--- src/design/pfh_pkg.sv ---
// package for the parallel flash host controller
package pfh_pkg;
  localparam int unsigned CLK_PERIOD_NS = 40;
  // timing figures in ns, plain defaults
  localparam int unsigned ADDRESS_ACCESS_TIME_NS = 90;
  localparam int unsigned PAGE_ACCESS_TIME_NS = 25;
  localparam int unsigned MIN_CLEAR_PULSE_WIDTH_NS = 500;
  localparam int unsigned WRITE_PULSE_NS = 35;
  localparam int unsigned RECOVER_NS = 50;
  // least times round up to whole cycles
  localparam int unsigned ACC_CYC = (ADDRESS_ACCESS_TIME_NS + CLK_PERIOD_NS - 1) / CLK_PERIOD_NS;
  localparam int unsigned PACC_CYC = (PAGE_ACCESS_TIME_NS + CLK_PERIOD_NS - 1) / CLK_PERIOD_NS;
  localparam int unsigned RP_CYC = (MIN_CLEAR_PULSE_WIDTH_NS + CLK_PERIOD_NS - 1) / CLK_PERIOD_NS;
  localparam int unsigned WP_CYC = (WRITE_PULSE_NS + CLK_PERIOD_NS - 1) / CLK_PERIOD_NS;
  localparam int unsigned REC_CYC = (RECOVER_NS + CLK_PERIOD_NS - 1) / CLK_PERIOD_NS;
  localparam int unsigned CNT_W = 8;
  localparam int unsigned PAGE_BITS = 3;
  localparam int unsigned PAGE_WORDS = 8;
  localparam int unsigned BUF_WORDS = 16;
  // host requests
  typedef struct packed {
    logic rd;
    logic wr;
    logic [22:0] addr;
    logic [15:0] wdata;
  } pfh_req_t;
  // flash pin bundle
  typedef struct packed {
    logic ce_n;
    logic oe_n;
    logic we_n;
    logic reset_n;
    logic acc_hv;
  } pfh_ctl_t;
  typedef enum logic [2:0] {
    PFH_RESET, PFH_IDLE, PFH_RD, PFH_WR, PFH_REC
  } pfh_state_t;
endpackage

--- src/design/pfh_host.sv ---
// host controller for an asynchronous parallel nor flash
`timescale 1ns/100ps
`default_nettype none
// Notes on behaviour
// RQ1: flash reads array after reset, no command
// RQ2: read drives ce, oe low, we high
// RQ3: address stable before chip select falls
// RQ4: page is 8 words, low bits in page
// RQ5: in-page access short, new page full
// RQ6: write drives ce, we low, oe high
// RQ7: short program uses two write cycles
// RQ8: erase targets sector, several, or whole
// RQ9: buffered program at most 16 words
// RQ10: elevated voltage enables short program, unprotect
// RQ11: elevated voltage only while accelerated programming; the host raises acc_hv whenever accel_req is set, in every state but reset
// RQ12: identification codes read on low byte
// RQ13: standby floats outputs with ce high
// RQ14: read after standby waits full access
// RQ15: program continues after chip select removed
// RQ16: stable address sleeps, data stays latched
// RQ17: reset pulse aborts, floats, returns array read
// RQ18: host reissues interrupted program or erase
// RQ19: byte mode uses low lines, dq15 is address
module pfh_host #(
  parameter int unsigned ACC_CYCLES = pfh_pkg::ACC_CYC,
  parameter int unsigned PACC_CYCLES = pfh_pkg::PACC_CYC,
  parameter int unsigned RP_CYCLES = pfh_pkg::RP_CYC
) (
  input wire logic clk,
  input wire logic arst_n,
  input wire logic clk_en,
  input wire pfh_pkg::pfh_req_t req,
  input wire logic byte_mode,
  input wire logic accel_req,
  input wire logic flash_rst_req,
  output logic req_ready,
  output logic rd_valid,
  output logic [15:0] rd_data,
  output logic wr_done,
  output logic reissue_needed,
  output pfh_pkg::pfh_ctl_t ctl,
  output logic [21:0] addr_o,
  output logic byte_n,
  input wire logic [15:0] dq_i,
  output logic [15:0] dq_o,
  output logic [15:0] dq_oe_n
);
  pfh_pkg::pfh_state_t state_reg;
  logic [pfh_pkg::CNT_W-1:0] cnt_reg;
  logic page_open_reg;
  logic [19:0] page_reg;
  logic wr_busy_reg;
  logic [22:0] a_reg;
  logic rd_last;
  logic wr_last;
  logic rst_leave;

  // page key from full address
  function automatic logic [19:0] page_of(input logic [22:0] a);
    page_of = a[22:pfh_pkg::PAGE_BITS];
  endfunction

  // data sampled after the page or full wait with select and oe low
  assign rd_last = state_reg == pfh_pkg::PFH_RD &&
    cnt_reg == pfh_pkg::CNT_W'(page_open_reg ? PACC_CYCLES : ACC_CYCLES); // RQ5
  // write strobe low for the write pulse width, then raised
  assign wr_last = state_reg == pfh_pkg::PFH_WR &&
    cnt_reg == pfh_pkg::CNT_W'(pfh_pkg::WP_CYC); // RQ6
  assign rst_leave = cnt_reg >= pfh_pkg::CNT_W'(RP_CYCLES - 1) && !flash_rst_req;

  // ----------------------------------------
  // sequencer
  // ----------------------------------------
  always_ff @(posedge clk or negedge arst_n) begin
    if (!arst_n) begin
      state_reg <= pfh_pkg::PFH_RESET;
      cnt_reg <= '0;
      page_open_reg <= 1'b0;
      page_reg <= '0;
      a_reg <= '0;
    end else if (clk_en) begin
      unique case (state_reg)
        pfh_pkg::PFH_RESET: begin
          // hold clear pulse at least its minimum width
          page_open_reg <= 1'b0; // RQ17
          if (rst_leave) begin
            state_reg <= pfh_pkg::PFH_REC;
            cnt_reg <= '0;
          end else if (cnt_reg < pfh_pkg::CNT_W'(RP_CYCLES - 1)) begin
            cnt_reg <= cnt_reg + 1'b1;
          end
        end
        pfh_pkg::PFH_IDLE: begin
          cnt_reg <= '0;
          if (flash_rst_req) begin
            state_reg <= pfh_pkg::PFH_RESET;
          end else if (req.rd) begin
            a_reg <= req.addr;
            state_reg <= pfh_pkg::PFH_RD;
            // same page while selected gets the short wait
            if (!(page_open_reg && page_of(req.addr) == page_reg)) begin // RQ5
              page_open_reg <= 1'b0;
            end
          end else if (req.wr) begin
            a_reg <= req.addr;
            state_reg <= pfh_pkg::PFH_WR;
            page_open_reg <= 1'b0;
          end else begin
            // deselect to standby closes page
            page_open_reg <= 1'b0; // RQ14
          end
        end
        pfh_pkg::PFH_RD: begin
          cnt_reg <= cnt_reg + 1'b1;
          if (rd_last) begin
            state_reg <= pfh_pkg::PFH_IDLE; // RQ5
            page_open_reg <= 1'b1;
            page_reg <= page_of(a_reg); // RQ4
          end
        end
        pfh_pkg::PFH_WR: begin
          cnt_reg <= cnt_reg + 1'b1;
          // each program cycle is one bus write
          if (wr_last) begin // RQ7
            state_reg <= pfh_pkg::PFH_REC;
            cnt_reg <= '0;
          end
        end
        pfh_pkg::PFH_REC: begin
          cnt_reg <= cnt_reg + 1'b1;
          if (cnt_reg == pfh_pkg::CNT_W'(pfh_pkg::REC_CYC - 1)) begin
            state_reg <= pfh_pkg::PFH_IDLE;
            cnt_reg <= '0;
          end
        end
        default: state_reg <= pfh_pkg::PFH_RESET;
      endcase
    end
  end

  // ----------------------------------------
  // pins
  // ----------------------------------------
  always_ff @(posedge clk or negedge arst_n) begin
    if (!arst_n) begin
      ctl <= '{ce_n: 1'b1, oe_n: 1'b1, we_n: 1'b1, reset_n: 1'b0, acc_hv: 1'b0};
      addr_o <= '0;
      dq_o <= '0;
      dq_oe_n <= '1;
      byte_n <= 1'b1;
    end else if (clk_en) begin
      byte_n <= !byte_mode;
      ctl.reset_n <= !(state_reg == pfh_pkg::PFH_RESET && !rst_leave) &&
        !(state_reg == pfh_pkg::PFH_IDLE && flash_rst_req); // RQ17
      // elevated voltage follows accel_req in every state but reset
      ctl.acc_hv <= accel_req && state_reg != pfh_pkg::PFH_RESET; // RQ11
      if (state_reg == pfh_pkg::PFH_IDLE && !flash_rst_req && (req.rd || req.wr)) begin
        // address set one cycle before select falls
        addr_o <= byte_mode ? req.addr[22:1] : req.addr[21:0]; // RQ3
        dq_o <= req.wr ? req.wdata : 16'h0000;
        dq_oe_n <= '1;
        if (byte_mode) begin
          dq_oe_n[15] <= 1'b0; // RQ19
          dq_o[15] <= req.addr[0];
        end
      end
      unique case (state_reg)
        pfh_pkg::PFH_RD: begin
          ctl.ce_n <= 1'b0; // RQ2
          ctl.oe_n <= 1'b0;
          ctl.we_n <= 1'b1;
        end
        pfh_pkg::PFH_WR: begin
          ctl.ce_n <= 1'b0; // RQ6
          ctl.oe_n <= 1'b1;
          ctl.we_n <= wr_last; // RQ7
          if (!byte_mode) begin
            dq_oe_n <= '0;
          end else begin
            dq_oe_n[7:0] <= '0;
          end
        end
        default: begin
          // keep select low between same page reads
          ctl.ce_n <= !(state_reg == pfh_pkg::PFH_IDLE && page_open_reg && req.rd);
          ctl.oe_n <= 1'b1;
          ctl.we_n <= 1'b1;
          if (state_reg != pfh_pkg::PFH_IDLE || !(req.rd || req.wr)) begin
            dq_oe_n <= '1;
          end
        end
      endcase
    end
  end

  // ----------------------------------------
  // user side answers
  // ----------------------------------------
  always_ff @(posedge clk or negedge arst_n) begin
    if (!arst_n) begin
      req_ready <= 1'b0;
      rd_valid <= 1'b0;
      rd_data <= '0;
      wr_done <= 1'b0;
      reissue_needed <= 1'b0;
      wr_busy_reg <= 1'b0;
    end else if (clk_en) begin
      req_ready <= state_reg == pfh_pkg::PFH_IDLE && !(req.rd || req.wr) && !flash_rst_req;
      rd_valid <= 1'b0;
      wr_done <= 1'b0;
      if (rd_last) begin
        rd_valid <= 1'b1;
        // byte mode uses the low lines only
        rd_data <= byte_mode ? {8'h00, dq_i[7:0]} : dq_i; // RQ12
      end
      if (wr_last) begin
        wr_done <= 1'b1;
        wr_busy_reg <= 1'b1;
      end else if (req.rd && state_reg == pfh_pkg::PFH_IDLE) begin
        wr_busy_reg <= 1'b0;
      end
      // flag that a reset may have cut a program or erase
      if (state_reg == pfh_pkg::PFH_IDLE && flash_rst_req && wr_busy_reg) begin
        reissue_needed <= 1'b1; // RQ18
      end else if (state_reg == pfh_pkg::PFH_IDLE && req.wr) begin
        reissue_needed <= 1'b0;
      end
    end
  end

  a_rd_ctl: assert property (@(posedge clk) disable iff (!arst_n) // RQ2
    (ctl.ce_n == 1'b0 && ctl.oe_n == 1'b0) |-> ctl.we_n) else $error("read with we low");
  a_wr_ctl: assert property (@(posedge clk) disable iff (!arst_n) // RQ6
    (ctl.we_n == 1'b0) |-> (ctl.ce_n == 1'b0 && ctl.oe_n)) else $error("write with oe low");
  a_addr_hold: assert property (@(posedge clk) disable iff (!arst_n) // RQ3
    (clk_en && $fell(ctl.ce_n)) |-> $stable(addr_o)) else $error("address moved at select");
  a_rst_quiet: assert property (@(posedge clk) disable iff (!arst_n) // RQ17
    !ctl.reset_n |-> (ctl.we_n && ctl.oe_n)) else $error("strobe during reset");
  a_rd_answer: assert property (@(posedge clk) disable iff (!arst_n) // RQ5
    (clk_en && state_reg == pfh_pkg::PFH_IDLE && req.rd && !flash_rst_req && !page_open_reg)
    |=> !rd_valid [*4]) else $error("read answered too early");
  a_byte_dq15: assert property (@(posedge clk) disable iff (!arst_n) // RQ19
    !byte_n |-> dq_oe_n[14:8] == 7'h7f) else $error("dq8-14 driven");
  a_rst_width: assert property (@(posedge clk) disable iff (!arst_n) // RQ17
    (clk_en && $fell(ctl.reset_n)) |=> !ctl.reset_n) else $error("clear pulse short");
  a_wr_pulse: assert property (@(posedge clk) disable iff (!arst_n) // RQ7
    (clk_en && $rose(ctl.we_n)) |-> ctl.ce_n == 1'b0) else $error("we rose after select");
endmodule
`default_nettype wire

--- config.mk ---
export PLATFORM = sky130hd
export DESIGN_NAME = pfh_host
export DESIGN_NICKNAME = d
export VERILOG_FILES = /design/src/design/pfh_pkg.sv /design/src/design/pfh_host.sv
export SDC_FILE = /design/constraint.sdc
export NUM_CORES = 1
export LEC_CHECK = 0
export ABC_AREA = 1
export BUFFER_PORTS_ARGS = -buffer_cell sky130_fd_sc_hd__buf_2
export CORE_MARGIN = 2
export CORE_UTILIZATION = 53
export DETAILED_ROUTE_END_ITERATION = 7
export GPL_ROUTABILITY_DRIVEN = 0
export PLACE_DENSITY = 0.89
export SLEW_MARGIN = 20
export SYNTH_ARGS = -nofsm -noshare
export SYNTH_HDL_FRONTEND = slang
export SYNTH_SLANG_ARGS = --single-unit
--- constraint.sdc ---
create_clock -name clk -period 3.1 [get_ports clk]
set_input_delay 0.31 -clock clk [delete_from_list [all_inputs] [get_ports clk]]
set_output_delay 0.31 -clock clk [all_outputs]
set_load 0.01 [all_outputs]
# Word level (Yosys, flattened, before mapping)
# Cells that the tools add are included.
op_classes:
  n_addsub: 1
  mul: 0
  div: 0
  order_cmp: 2
  eq_ne: 16
  shift: 0
  n_mux: 37
  bitwise: 1
  reduce_logical: 42
op_table:
  columns: ["cell", "count"]
  rows:
  - ["two-way mux 16 bit", 4]
  - ["two-way mux 23 bit", 2]
  - ["two-way mux 8 bit", 5]
  - ["case mux 8 bit (5 select lines)", 1]
  - ["case mux 16 bit (2 select lines)", 1]
  - ["two-way mux 22 bit", 1]
  - ["two-way mux 3 bit", 7]
  - ["equality test 20 bit", 1]
  - ["logical AND 1 bit", 17]
  - ["case mux 3 bit (5 select lines)", 1]
  - ["two-way mux 1 bit", 12]
  - ["inequality test 2 bit (second input constant)", 5]
  - ["adder 8 x 1 -> 8 bit (second input constant)", 1]
  - ["equality test 8 x 1 -> 1 bit (second input constant)", 1]
  - ["equality test 8 x 2 -> 1 bit", 1]
  - ["greater-or-equal comparator 8 x 4 -> 1 bit (second input constant)", 1]
  - ["< comparator 8 x 4 -> 1 bit (second input constant)", 1]
  - ["AND reduction 2 bit", 4]
  - ["zero test 1 bit", 7]
  - ["equality test 3 x 2 -> 1 bit (second input constant)", 2]
  - ["inequality test 3 bit (second input constant)", 2]
  - ["case mux 3 bit (2 select lines)", 1]
  - ["AND reduction 3 bit", 2]
  - ["AND reduction 6 bit", 1]
  - ["other kinds (14)", 18]
totals:
  ff_bits: 136
  latchBits: 0
  ramBits: 0
  rom_bits: 0
  input_bits: 63
  output_inout_bits: 80
  word_cells: 119
  n_memories: 0

# Depth between registers and ports, before layout
# Gate-level depths: netlist of run 1.
logic_depth:
  ltp_word: 6
  mapped_depth: 10
  depth_no_buf: 10

# Worst setup path before layout of run 1
# No wires, ideal clock.
synth_path:
  path_type: "reg2reg"
  from: "reg state_reg[2]"
  to: "reg a_reg[18]"
  setup_ns: 0.117
  arrival_ns: 1.446
  required_ns: 2.983
  setup_slack_ns: 1.537
  path_stages_with_launch: 10
  path_buffers: 3
  synth_period_minus_slack_ns: 1.563
  path_cell_list: "dfrtp_1 -> buf_6 -> nor3_4 -> nand2_2 -> nor3_2 -> inv_2 -> buf_6 -> buf_6 -> nand2_1 -> o21ai_2"
synth_via:
  elab_chain_len: 2
synth_rtl:
  columns: ["element", "line_no", "rtl"]
  rows:
  - ["from (decl)", "pfh_host.sv:48", "pfh_pkg::pfh_state_t state_reg;"]
  - ["from (signal assigned)", "pfh_host.sv:76", "state_reg <= pfh_pkg::PFH_RESET;"]
  - ["from (signal assigned)", "pfh_host.sv:87", "state_reg <= pfh_pkg::PFH_REC;"]
  - ["from (signal assigned)", "pfh_host.sv:96", "state_reg <= pfh_pkg::PFH_RESET;"]
  - ["equality test 3 x 1 -> 1 bit", "pfh_host.sv:82", "unique case (state_reg)"]
  - ["AND reduction 4 bit (no source line)", null, null]
  - ["to (signal assigned)", "pfh_host.sv:98", "a_reg <= req.addr;"]
  - ["to (signal assigned)", "pfh_host.sv:105", "a_reg <= req.addr;"]
  - ["to (decl)", "pfh_host.sv:53", "logic [22:0] a_reg;"]
# No other way between the ends.
# A chain may end at the register's enable or synchronous reset.

# Worst setup path in the final report of run 1
layout_path:
  from: "reg state_reg[2]"
  to: "reg addr_o[9]"
layout_via:
  elab_chain_len: 4
layout_rtl:
  columns: ["element", "line_no", "rtl"]
  rows:
  - ["equality test 3 x 1 -> 1 bit", "pfh_host.sv:157", "if (state_reg == pfh_pkg::PFH_IDLE && !flash_rst_req && (req.rd || req.wr)) begin"]
  - ["logical AND 1 bit (2 in series)", "pfh_host.sv:157", null]
  - ["AND reduction 2 bit (no source line)", null, null]
  - ["to (signal assigned)", "pfh_host.sv:159", "addr_o <= byte_mode ? req.addr[22:1] : req.addr[21:0];"]
  - ["to (decl)", "pfh_host.sv:42", "output logic [21:0] addr_o,"]
# No other way between the ends.

==> flow_summary_export.csv, run 1 <==
group,metric,value,unit
detailed_routing,first_iter_violations,335,
timing,tns,0,ps
final_layout,final_cell_mix,"nand2_1 (239), buf_2 (141), dfrtp_1 (113), inv_1 (81), nor2_1 (75)",
logic_synthesis,synth_top_area_share,0.449,
logic_synthesis,syn-mean-instance-area,8.55,sq um
timing,finalMaxSlewViolations,0,
clock_network,cts_resized,0,
worst_hold_path,min_path_type,"in -> reg",
detailed_routing,ant_nets,0,
setup_path,slowest_stage,"buf_4",
logic_synthesis,synthSimpleGateAreaFrac,0.231,
timing,fmax,0.458,GHz
logic_synthesis,synthXorXnorAreaFrac,0.00695,
logic_synthesis,synth_enable_flop_cells,0,
setup_path,required,3440,ps
clock_network,cts_buffers,17,
detailed_routing,routedWlPerCell,13.9,um
grt,grt_use_total,0.238,
setup_path,slowest_delay,620,ps
logic_synthesis,synth_mux_area_frac,0,
timing,relSlewSlack,0.508,
timing,fin_crit,2180,ps
floorplan,rows,39,
clock_network,cts.sinks,133,
clock_network,tritoncts,"built",
floorplan,start_util,0.547,
logic_synthesis,yosysWarnings,0,
logic_synthesis,yosysTopAreaCell,"dfrtp_1",
clock_network,cts-root-buf,"clkbuf_16",
logic_synthesis,ys_seq_elements,133,
setup_path,cp-end-kind,"flip-flop",
timing,worst_pin_slew,737,ps
setup_path,cp.buffers_inverters,1,
setup_path,cpMostUsedCell,"nor3_4",
logic_synthesis,synth-compound-area-share,0.133,
logic_synthesis,synth_top_family_by_area,"simple AND/OR/NAND/NOR gates",
timing,grt_setup_unrepaired,"false",
grt,grt_max_degree,82,
logic_synthesis,synth_nets,803,
pwr,power_density,893,nW/um^2
logic_synthesis,yosysSeqAreaShare,0.532,
setup_path,critPathTopFamily,"simple AND/OR/NAND/NOR gates",
detailed_routing,drcViolationCount,10,
setup_path,cp_max_fo,64,
logic_synthesis,syn-cell-area,6300,sq um
clock_network,htreeDepth,4,
final_layout,area_growth,21.3,%
worst_hold_path,hold_depth,3,
logic_synthesis,synth_adder_area_share,0.00595,
placed_design,dp_hpwl,9690,um
logic_synthesis,yosysUniqueCellTypes,33,
placed_design,portBuffers,142,
detailed_routing,first_pass_iters,6,
timing,setup_viol,0,
grt,antenna_found_initial,1,
floorplan,ioPinCount,143,
final_layout,drive_gt1_frac,0.282,
setup_path,cp.depth,6,
setup_path,arrival,2520,ps
clock_network,path_clk_slew,60,ps
final_layout,largest_reg_flops,22,
setup_path,worstSetupPathType,"reg -> reg",
logic_synthesis,synthTopCellsByArea,"dfrtp_1 (45%), nand2_1 (14%), dfstp_2 (8.3%), inv_1 (4.8%), nor2_1 (4.5%)",
detailed_routing,routed_wirelength,14300,um
logic_synthesis,synthFlopType,"dfrtp_1",
floorplan,die_x,113,um
floorplan,fp.dieH,113,um
outcome,violations,"DRC",
clock_network,clk-insertion-delay-late,420,ps
floorplan,coreArea,11500,sq um
final_layout,utilization,0.664,
pwr,peakVddDrop,0.526,mV
floorplan,dieArea,12800,sq um
grt,overflow,0,
timing,fin_crit_sh,0.704,
logic_synthesis,synthArstFlopShare,1.00,
clock_network,clock_path_buffers,2,
timing,hold_violations,0,
final_layout,nNetsFinal,939,
grt,grt_pass1_vias,5156,
detailed_routing,viasPerCell,5.10,
final_layout,fillers,930,
pwr,p_leak,4.02,nW
final_layout,final_common_cell,"nand2_1",
logic_synthesis,synth_cells,737,
setup_path,crit_chain,"nor3_4, nand2_2, nor3_4, buf_4, nor2_1, a31oi_2",
outcome,status,"finished with violations",
setup_path,rr_worst_depth,6,
run,max_cap_violations,0,
detailed_routing,via_count,5255,
setup_path,critPathLaunchType,"flip-flop",
pwr,power,0.00683,W
grt,grt_pass1_wl,24100,um
timing,fin_skew,6.92,ps
==> power breakdown <==
part	total [W]	switching (W)	internal, W
Sequential	0.00272	0.000365	0.00235
Combinational	0.00198	0.00118	0.000801
Clock	0.00213	0.000750	0.00138
==> repair_timing <==
action / 4_1_cts / 5_1_grt
endpoints found under the setup margin: 0 / 0
buffers inserted: 0 / 0
hold buffers: 1 / 0
hold endpoints to repair: 60 / 0
==> final timing paths <==
check	startpoint	to	slack [ps]
worst max-delay path	state_reg[2]	addr_o[9]	920
worst min-delay path	req[9]	dq_o[9]	110
worst max register to register	state_reg[2]	addr_o[9]	920
worst min register to register	dq_o[12]	dq_o[12]	470
max in group asynchronous	arst_n	dq_o[10]	1870
min in group asynchronous	arst_n	addr_o[18]	500
==> kinds of logic after synthesis <==
kind of cell,after synthesis
adders and majority gates,3
xor gates and xnor gates,5
DFF,133
and+or+nand+nor,359
buffers and inverters,117
AOI/OAI and AO/OA,120
==> metal layers <==
layer,global-route usage,share of wire,vias up
li1,-,-,2589
met1,0.301,0.43,2478
met2,0.393,0.49,160
met3,0.0557,0.055,28
met4,0.104,0.023,0
met5,0,0,-
==> synthesized netlist by cell type, types with 3 or more instances <==
| master | number |
|---|---|
| clkbuf_1 | 8 |
| buf_6 | 14 |
| o21ai_2 | 19 |
| inv_1 | 81 |
| nand2_1 | 239 |
| xor2_1 | 3 |
| nor2_1 | 75 |
| buf_2 | 7 |
| a21oi_1 | 23 |
| o21ai_0 | 21 |
| o21ai_1 | 27 |
| dfrtp_1 | 113 |
| a31oi_2 | 19 |
| inv_2 | 4 |
| ha_1 | 3 |
| nand3_1 | 34 |
| a31oi_1 | 5 |
| dfstp_2 | 20 |
==> area by class of cell <==
| type | count | area, sq um | area share |
|---|---|---|---|
| sequential | 133 | 3350 | 0.438 |
| multi-input combinational | 487 | 2380 | 0.311 |
| timing repair buffer | 149 | 785 | 0.103 |
| clock buffer | 19 | 453 | 0.0592 |
| tap | 143 | 179 | 0.0234 |
| clock inverter | 13 | 180 | 0.0236 |
| antenna | 1 | 2.50 | 0.000327 |
| inverter | 85 | 319 | 0.0417 |
==> through the flow <==
stage	area (sq um)	hold slack (ps)	setup slack [ps]	std cells
floorplan	6300	14.4	1540	737
global placement	7000	406	1090	996
detailed placement	7000	400	935	996
CTS	7650	98.4	914	1029
global route	7650	118	783	1029
finish	7650	112	919	1030
==> worst reg2reg max path, delay by kind of cell, from the launching register on <==
| family | cells | cell delay [ps] |
|---|---|---|
| simple gates | 4 | 800 |
| buf+inv | 1 | 620 |
| compound gates | 1 | 170 |
| flops | 1 | 500 |
Power figures use the tool's default switching activity.
==> run 2, diff against run 1 <==
Clock period 3.1 ns to 2.2 ns, I/O delays scaled along.
==> run 2 against run 1 <==
The run still ends with DRC left. First-iteration DRC count fell by 2.1%. Register-to-register slack got worse by 660 ps. Highest routed layer is now met5. Die area did not move. Global-route usage fell by 0.092 points. Count of clock-buffer cells in the layout rose by 8. Total power rose by 39%. Wire length rose by 0.45%. Sequential power rose by 41%. Non-clock buffer count rose by 7. Combinational power rose by 43%. Final cell count rose by 0.58%.
==> flow_summary_export.csv, run 2 (same netlist as run 1, synthesis figures left out) <==
group,metric,value,unit
outcome,status,"finished with violations",
outcome,violations,"DRC",
run,max_cap_violations,0,
setup_path,required,2530,ps
timing,relSlewSlack,0.691,
setup_path,rr_startpoint,"state_reg[2]",
clock_network,cts-root-buf,"clkbuf_16",
detailed_routing,ant_nets,0,
floorplan,rows,39,
timing,finalMaxSlewViolations,0,
clock_network,htreeDepth,4,
timing,fmax,0.515,GHz
setup_path,reg2reg_setup_slack,260,ps
timing,tns,0,ps
setup_path,rr_worst_depth,6,
floorplan,fp.dieH,113,um
timing,fin_crit_sh,0.882,
placed_design,dp_hpwl,10000,um
detailed_routing,viasPerCell,5.16,
final_layout,final_common_cell,"nand2_1",
worst_hold_path,worstHoldStart,"req[12]",
detailed_routing,routed_wirelength,14400,um
timing,setup_viol,0,
clock_network,cts.sinks,133,
pwr,peakVddDrop,0.566,mV
worst_hold_path,min_path_type,"in -> reg",
setup_path,worstReg2RegEnd,"addr_o[3]",
final_layout,layout.cells.non_filler,1036,
detailed_routing,first_pass_iters,8,
floorplan,dieArea,12800,sq um
final_layout,area_growth,21.9,%
detailed_routing,via_count,5342,
setup_path,cp-end-kind,"flip-flop",
setup_path,arrival,2270,ps
setup_path,critPathLaunchType,"flip-flop",
setup_path,worstSetupPathType,"reg -> reg",
clock_network,tritoncts,"built",
final_layout,largest_reg_flops,22,
setup_path,crit_end,"addr_o[3]",
detailed_routing,drcViolationCount,5,
clock_network,clk-insertion-delay-late,420,ps
setup_path,worstSetupStartpoint,"state_reg[2]",
pwr,power,0.00951,W
placed_design,portBuffers,142,
final_layout,antennaDiodeCount,0,
setup_path,cp_max_fo,33,
clock_network,clock_path_buffers,2,
timing,fin_crit,1940,ps
timing,hold_violations,0,
detailed_routing,first_iter_violations,328,
grt,antenna_found_initial,1,
clock_network,cts_buffers,17,
timing,fin_skew,9.53,ps
floorplan,die_x,113,um
grt,grt_max_degree,50,
final_layout,drive_gt1_frac,0.280,
timing,worst_pin_slew,463,ps
placed_design,dp_cells,1003,
grt,overflow,0,
grt,grt_pass1_wl,23900,um
final_layout,fillers,912,
floorplan,start_util,0.547,
final_layout,final_cell_mix,"nand2_1 (239), buf_2 (141), dfrtp_1 (113), inv_1 (81), nor2_1 (75)",
timing,grt_setup_unrepaired,"false",
clock_network,path_clk_slew,60,ps
pwr,power_density,1240,nW/um^2
pwr,p_leak,4.05,nW
grt,grt_pass1_vias,5119,
floorplan,ioPinCount,143,
detailed_routing,routedWlPerCell,13.9,um
floorplan,coreArea,11500,sq um
final_layout,nNetsFinal,946,
grt,grt_use_total,0.237,
[run 2: changes by cell type in the layout (fill, tap and decap cells not counted), sizes merged]
cell / change
clkbuf: +8
buf: +7
clkinv: -4
clkinvlp: -3
bufinv: -1
diode: -1
[run 2: metal layers]
layer	global-route usage	routed length (um)	vias up	part of all wire
met5	0	13	-	0.00091
met2	0.390	7080	172	0.49
met4	0.0772	217	2	0.015
met1	0.302	6110	2539	0.43
li1	-	-	2606	-
met3	0.0728	924	23	0.064
[run 2: worst min path at each step]
| stage | depth (start not counted) | end | slack [ps] |
|---|---|---|---|
| global route | 3 | dq_o[0] | 20 |
| finish | 3 | dq_o[12] | 30 |
| CTS | 3 | dq_o[12] | 20 |
| floorplan | 0 | a_reg[10] | -80 |
| detailed placement | 1 | addr_o[18] | 150 |
| global placement | 1 | addr_o[18] | 140 |
[run 2: what timing repair did]
action / in CTS / in global routing
hold buffers: 1 / 0
buffers inserted: 0 / 0
endpoints found under the hold margin: 36 / 0
gates resized for setup: 0 / 0
[run 2: cell type report]
cell class / instances / area (sq um) / area share
multi-input combinational: 487 / 2380 / 0.310
clock buffer: 27 / 493 / 0.0641
inverter: 85 / 319 / 0.0415
clock inverter: 5 / 100 / 0.0130
sequential: 133 / 3350 / 0.436
tap: 143 / 179 / 0.0233
timing repair buffer: 156 / 862 / 0.112
[run 2: critical path, cell delays in order, from the launching register on]
cell and delay [ps]:
dfrtp_1 500, nor3_4 340, nand2_2 110, nor3_4 210, buf_4 400, nor2_1 80, a31oi_1 190
[run 2: report_power, final]
group | switching (W) | leakage (nW) | internal, W
registers | 0.000521 | 1.59 | 0.00332
clock network | 0.000973 | 0.290 | 0.00187
logic | 0.00168 | 2.17 | 0.00115
total | 0.00318 | 4.05 | 0.00633
[run 2: per-stage QoR]
| stage | cell area (sq um) | worst slack [ps] | utilization | hold slack (ps) |
|---|---|---|---|---|
| 2_1_floorplan | 6300 | 637 | - | -75.6 |
| 3_3_place_gp | 7080 | 391 | 0.615 | 143 |
| 3_5_place_dp | 7080 | 284 | 0.615 | 147 |
| 4_1_cts | 7680 | 262 | 0.667 | 15.8 |
| 5_1_grt | 7680 | 96.8 | 0.667 | 17.8 |
| 6_report | 7680 | 260 | 0.667 | 29.3 |
==> run 3, diff against run 2 <==
Settings changed: CTS_CLUSTER_SIZE from default to 30.
Clock period 2.2 ns to 2 ns, I/O delays scaled along.
==> run 3 against run 2 <==
The run still ends with DRC left. Count of clock-buffer cells in the layout decreased by 3. First-iteration DRC count increased by 36%. Clock power increased by 8.5%. Design area increased by 0.33%. Die area unchanged. Setup slack got worse by 99 ps. Clock skew about the same. Critical path depth increased by 1. Largest power group unchanged.
==> flow_summary_export.csv, run 3 (same netlist as run 1, synthesis figures left out) <==
group,metric,value,unit
outcome,status,"finished with violations",
outcome,violations,"DRC",
clock_network,holdBufCountCts,2,
setup_path,worstSetupStartpoint,"state_reg[0]",
detailed_routing,ant_nets,0,
timing,fin_crit_sh,0.920,
detailed_routing,routedWlPerCell,13.4,um
timing,tns,0,ps
worst_hold_path,worstHoldStart,"dq_i[0]",
timing,worst_pin_slew,490,ps
grt,grt_max_degree,55,
detailed_routing,routed_wirelength,14000,um
pwr,peakVddDrop,0.721,mV
placed_design,portBuffers,142,
pwr,power_density,1350,nW/um^2
final_layout,final_cell_mix,"nand2_1 (239), buf_2 (141), dfrtp_1 (113), inv_1 (81), nor2_1 (75)",
final_layout,stdcell_area,7710,sq um
clock_network,htreeDepth,4,
setup_path,arrival,2170,ps
pwr,power,0.0104,W
timing,grt_setup_unrepaired,"false",
floorplan,ioPinCount,143,
clock_network,cts_buffers,17,
timing,fin_crit,1840,ps
clock_network,clk-insertion-delay-late,410,ps
detailed_routing,viasPerCell,5.06,
grt,grt_pass1_wl,23600,um
timing,finalMaxSlewViolations,0,
clock_network,path_clk_slew,50,ps
clock_network,cts-root-buf,"clkbuf_16",
final_layout,area_growth,22.3,%
setup_path,cp-end-kind,"flip-flop",
placed_design,dpl_cell_area,7090,sq um
timing,setup_viol,0,
grt,overflow,0,
floorplan,die_x,113,um
clock_network,postCtsSetupBuffers,0,
placed_design,dp_hpwl,9930,um
floorplan,start_util,0.547,
worst_hold_path,min_path_type,"in -> reg",
clock_network,cts_resized,0,
clock_network,cts.sinks,133,
timing,fmax,0.544,GHz
grt,grt_pass1_vias,5049,
setup_path,cp_max_fo,31,
grt,antenna_found_initial,2,
detailed_routing,drcViolationCount,4,
timing,hold_violations,0,
final_layout,nNetsFinal,950,
floorplan,rows,39,
floorplan,fp.dieH,113,um
clock_network,clock_path_buffers,2,
clock_network,tritoncts,"built",
detailed_routing,first_pass_iters,8,
setup_path,required,2330,ps
grt,grt_use_total,0.233,
pwr,p_leak,4.06,nW
final_layout,drive_gt1_frac,0.287,
timing,relSlewSlack,0.673,
setup_path,worstSetupPathType,"reg -> reg",
run,max_cap_violations,0,
setup_path,rr_startpoint,"state_reg[0]",
final_layout,final_common_cell,"nand2_1",
final_layout,largest_reg_flops,22,
floorplan,dieArea,12800,sq um
detailed_routing,via_count,5259,
detailed_routing,first_iter_violations,445,
floorplan,coreArea,11500,sq um
setup_path,critPathLaunchType,"flip-flop",
final_layout,utilization,0.669,
final_layout,antennaDiodeCount,0,
timing,fin_skew,9.17,ps
run 3: cell count changes in the layout (fill, tap and decap cells not counted):
cell | previous run | this run
dlygate4sd3_1 | 1 | 2
clkinvlp_4 | 0 | 3
clkinv_1 | 0 | 1
buf_4 | 10 | 14
clkbuf_8 | 3 | 5
buf_12 | 3 | 2
bufinv_16 | 3 | 2
clkbuf_1 | 7 | 2
run 3: metrics by stage:
| stage | worst slack [ps] | hold WS [ps] | cells |
|---|---|---|---|
| global placement | 302 | 185 | 1006 |
| finish | 160 | 13.6 | 1040 |
| CTS | 179 | 2.81 | 1040 |
| detailed placement | 199 | 186 | 1006 |
| global route | 1.17 | 10.1 | 1040 |
| floorplan | 437 | -95.6 | 737 |
run 3: area by class of cell:
type	instances	area [sq um]
fill	907	3810
clock inverter	8	96.3
multi-input combinational	487	2380
timing repair buffer	160	882
tap	143	179
clock buffer	24	502
inverter	85	319
sequential	133	3350
run 3: critical path: stages (launching register included):
cell     delay [ps]
dfrtp_1         440
inv_2            90
nor3_4          240
nand2_2         120
nor3_4          200
buf_4           390
nor2_1          110
a31oi_2         150
run 3: final timing paths:
| path | slack [ps] | cells past startpoint | end |
|---|---|---|---|
| min in group asynchronous | 310 | 2 | page_reg[15] |
| worst min register to register | 470 | 2 | ctl[4] |
| max in group asynchronous | 1020 | 3 | dq_o[2] |
| worst max-delay path | 160 | 7 | addr_o[15] |
| worst max register to register | 160 | 7 | addr_o[15] |
| worst min-delay path | 10 | 3 | rd_data[0] |
run 3: routing by layer:
| metal | track usage | vias to the layer above | share of wire |
|---|---|---|---|
| met4 | 0.0732 | 4 | 0.012 |
| met5 | 0 | - | 0.0017 |
| met1 | 0.298 | 2443 | 0.42 |
| met3 | 0.0653 | 20 | 0.066 |
| li1 | - | 2613 | - |
| met2 | 0.387 | 179 | 0.50 |
run 3: where the power goes:
| part | internal, W | switching [W] |
|---|---|---|
| Sequential | 0.00365 | 0.000547 |
| Combinational | 0.00128 | 0.00186 |
| Clock | 0.00199 | 0.00109 |
| Total | 0.00692 | 0.00350 |
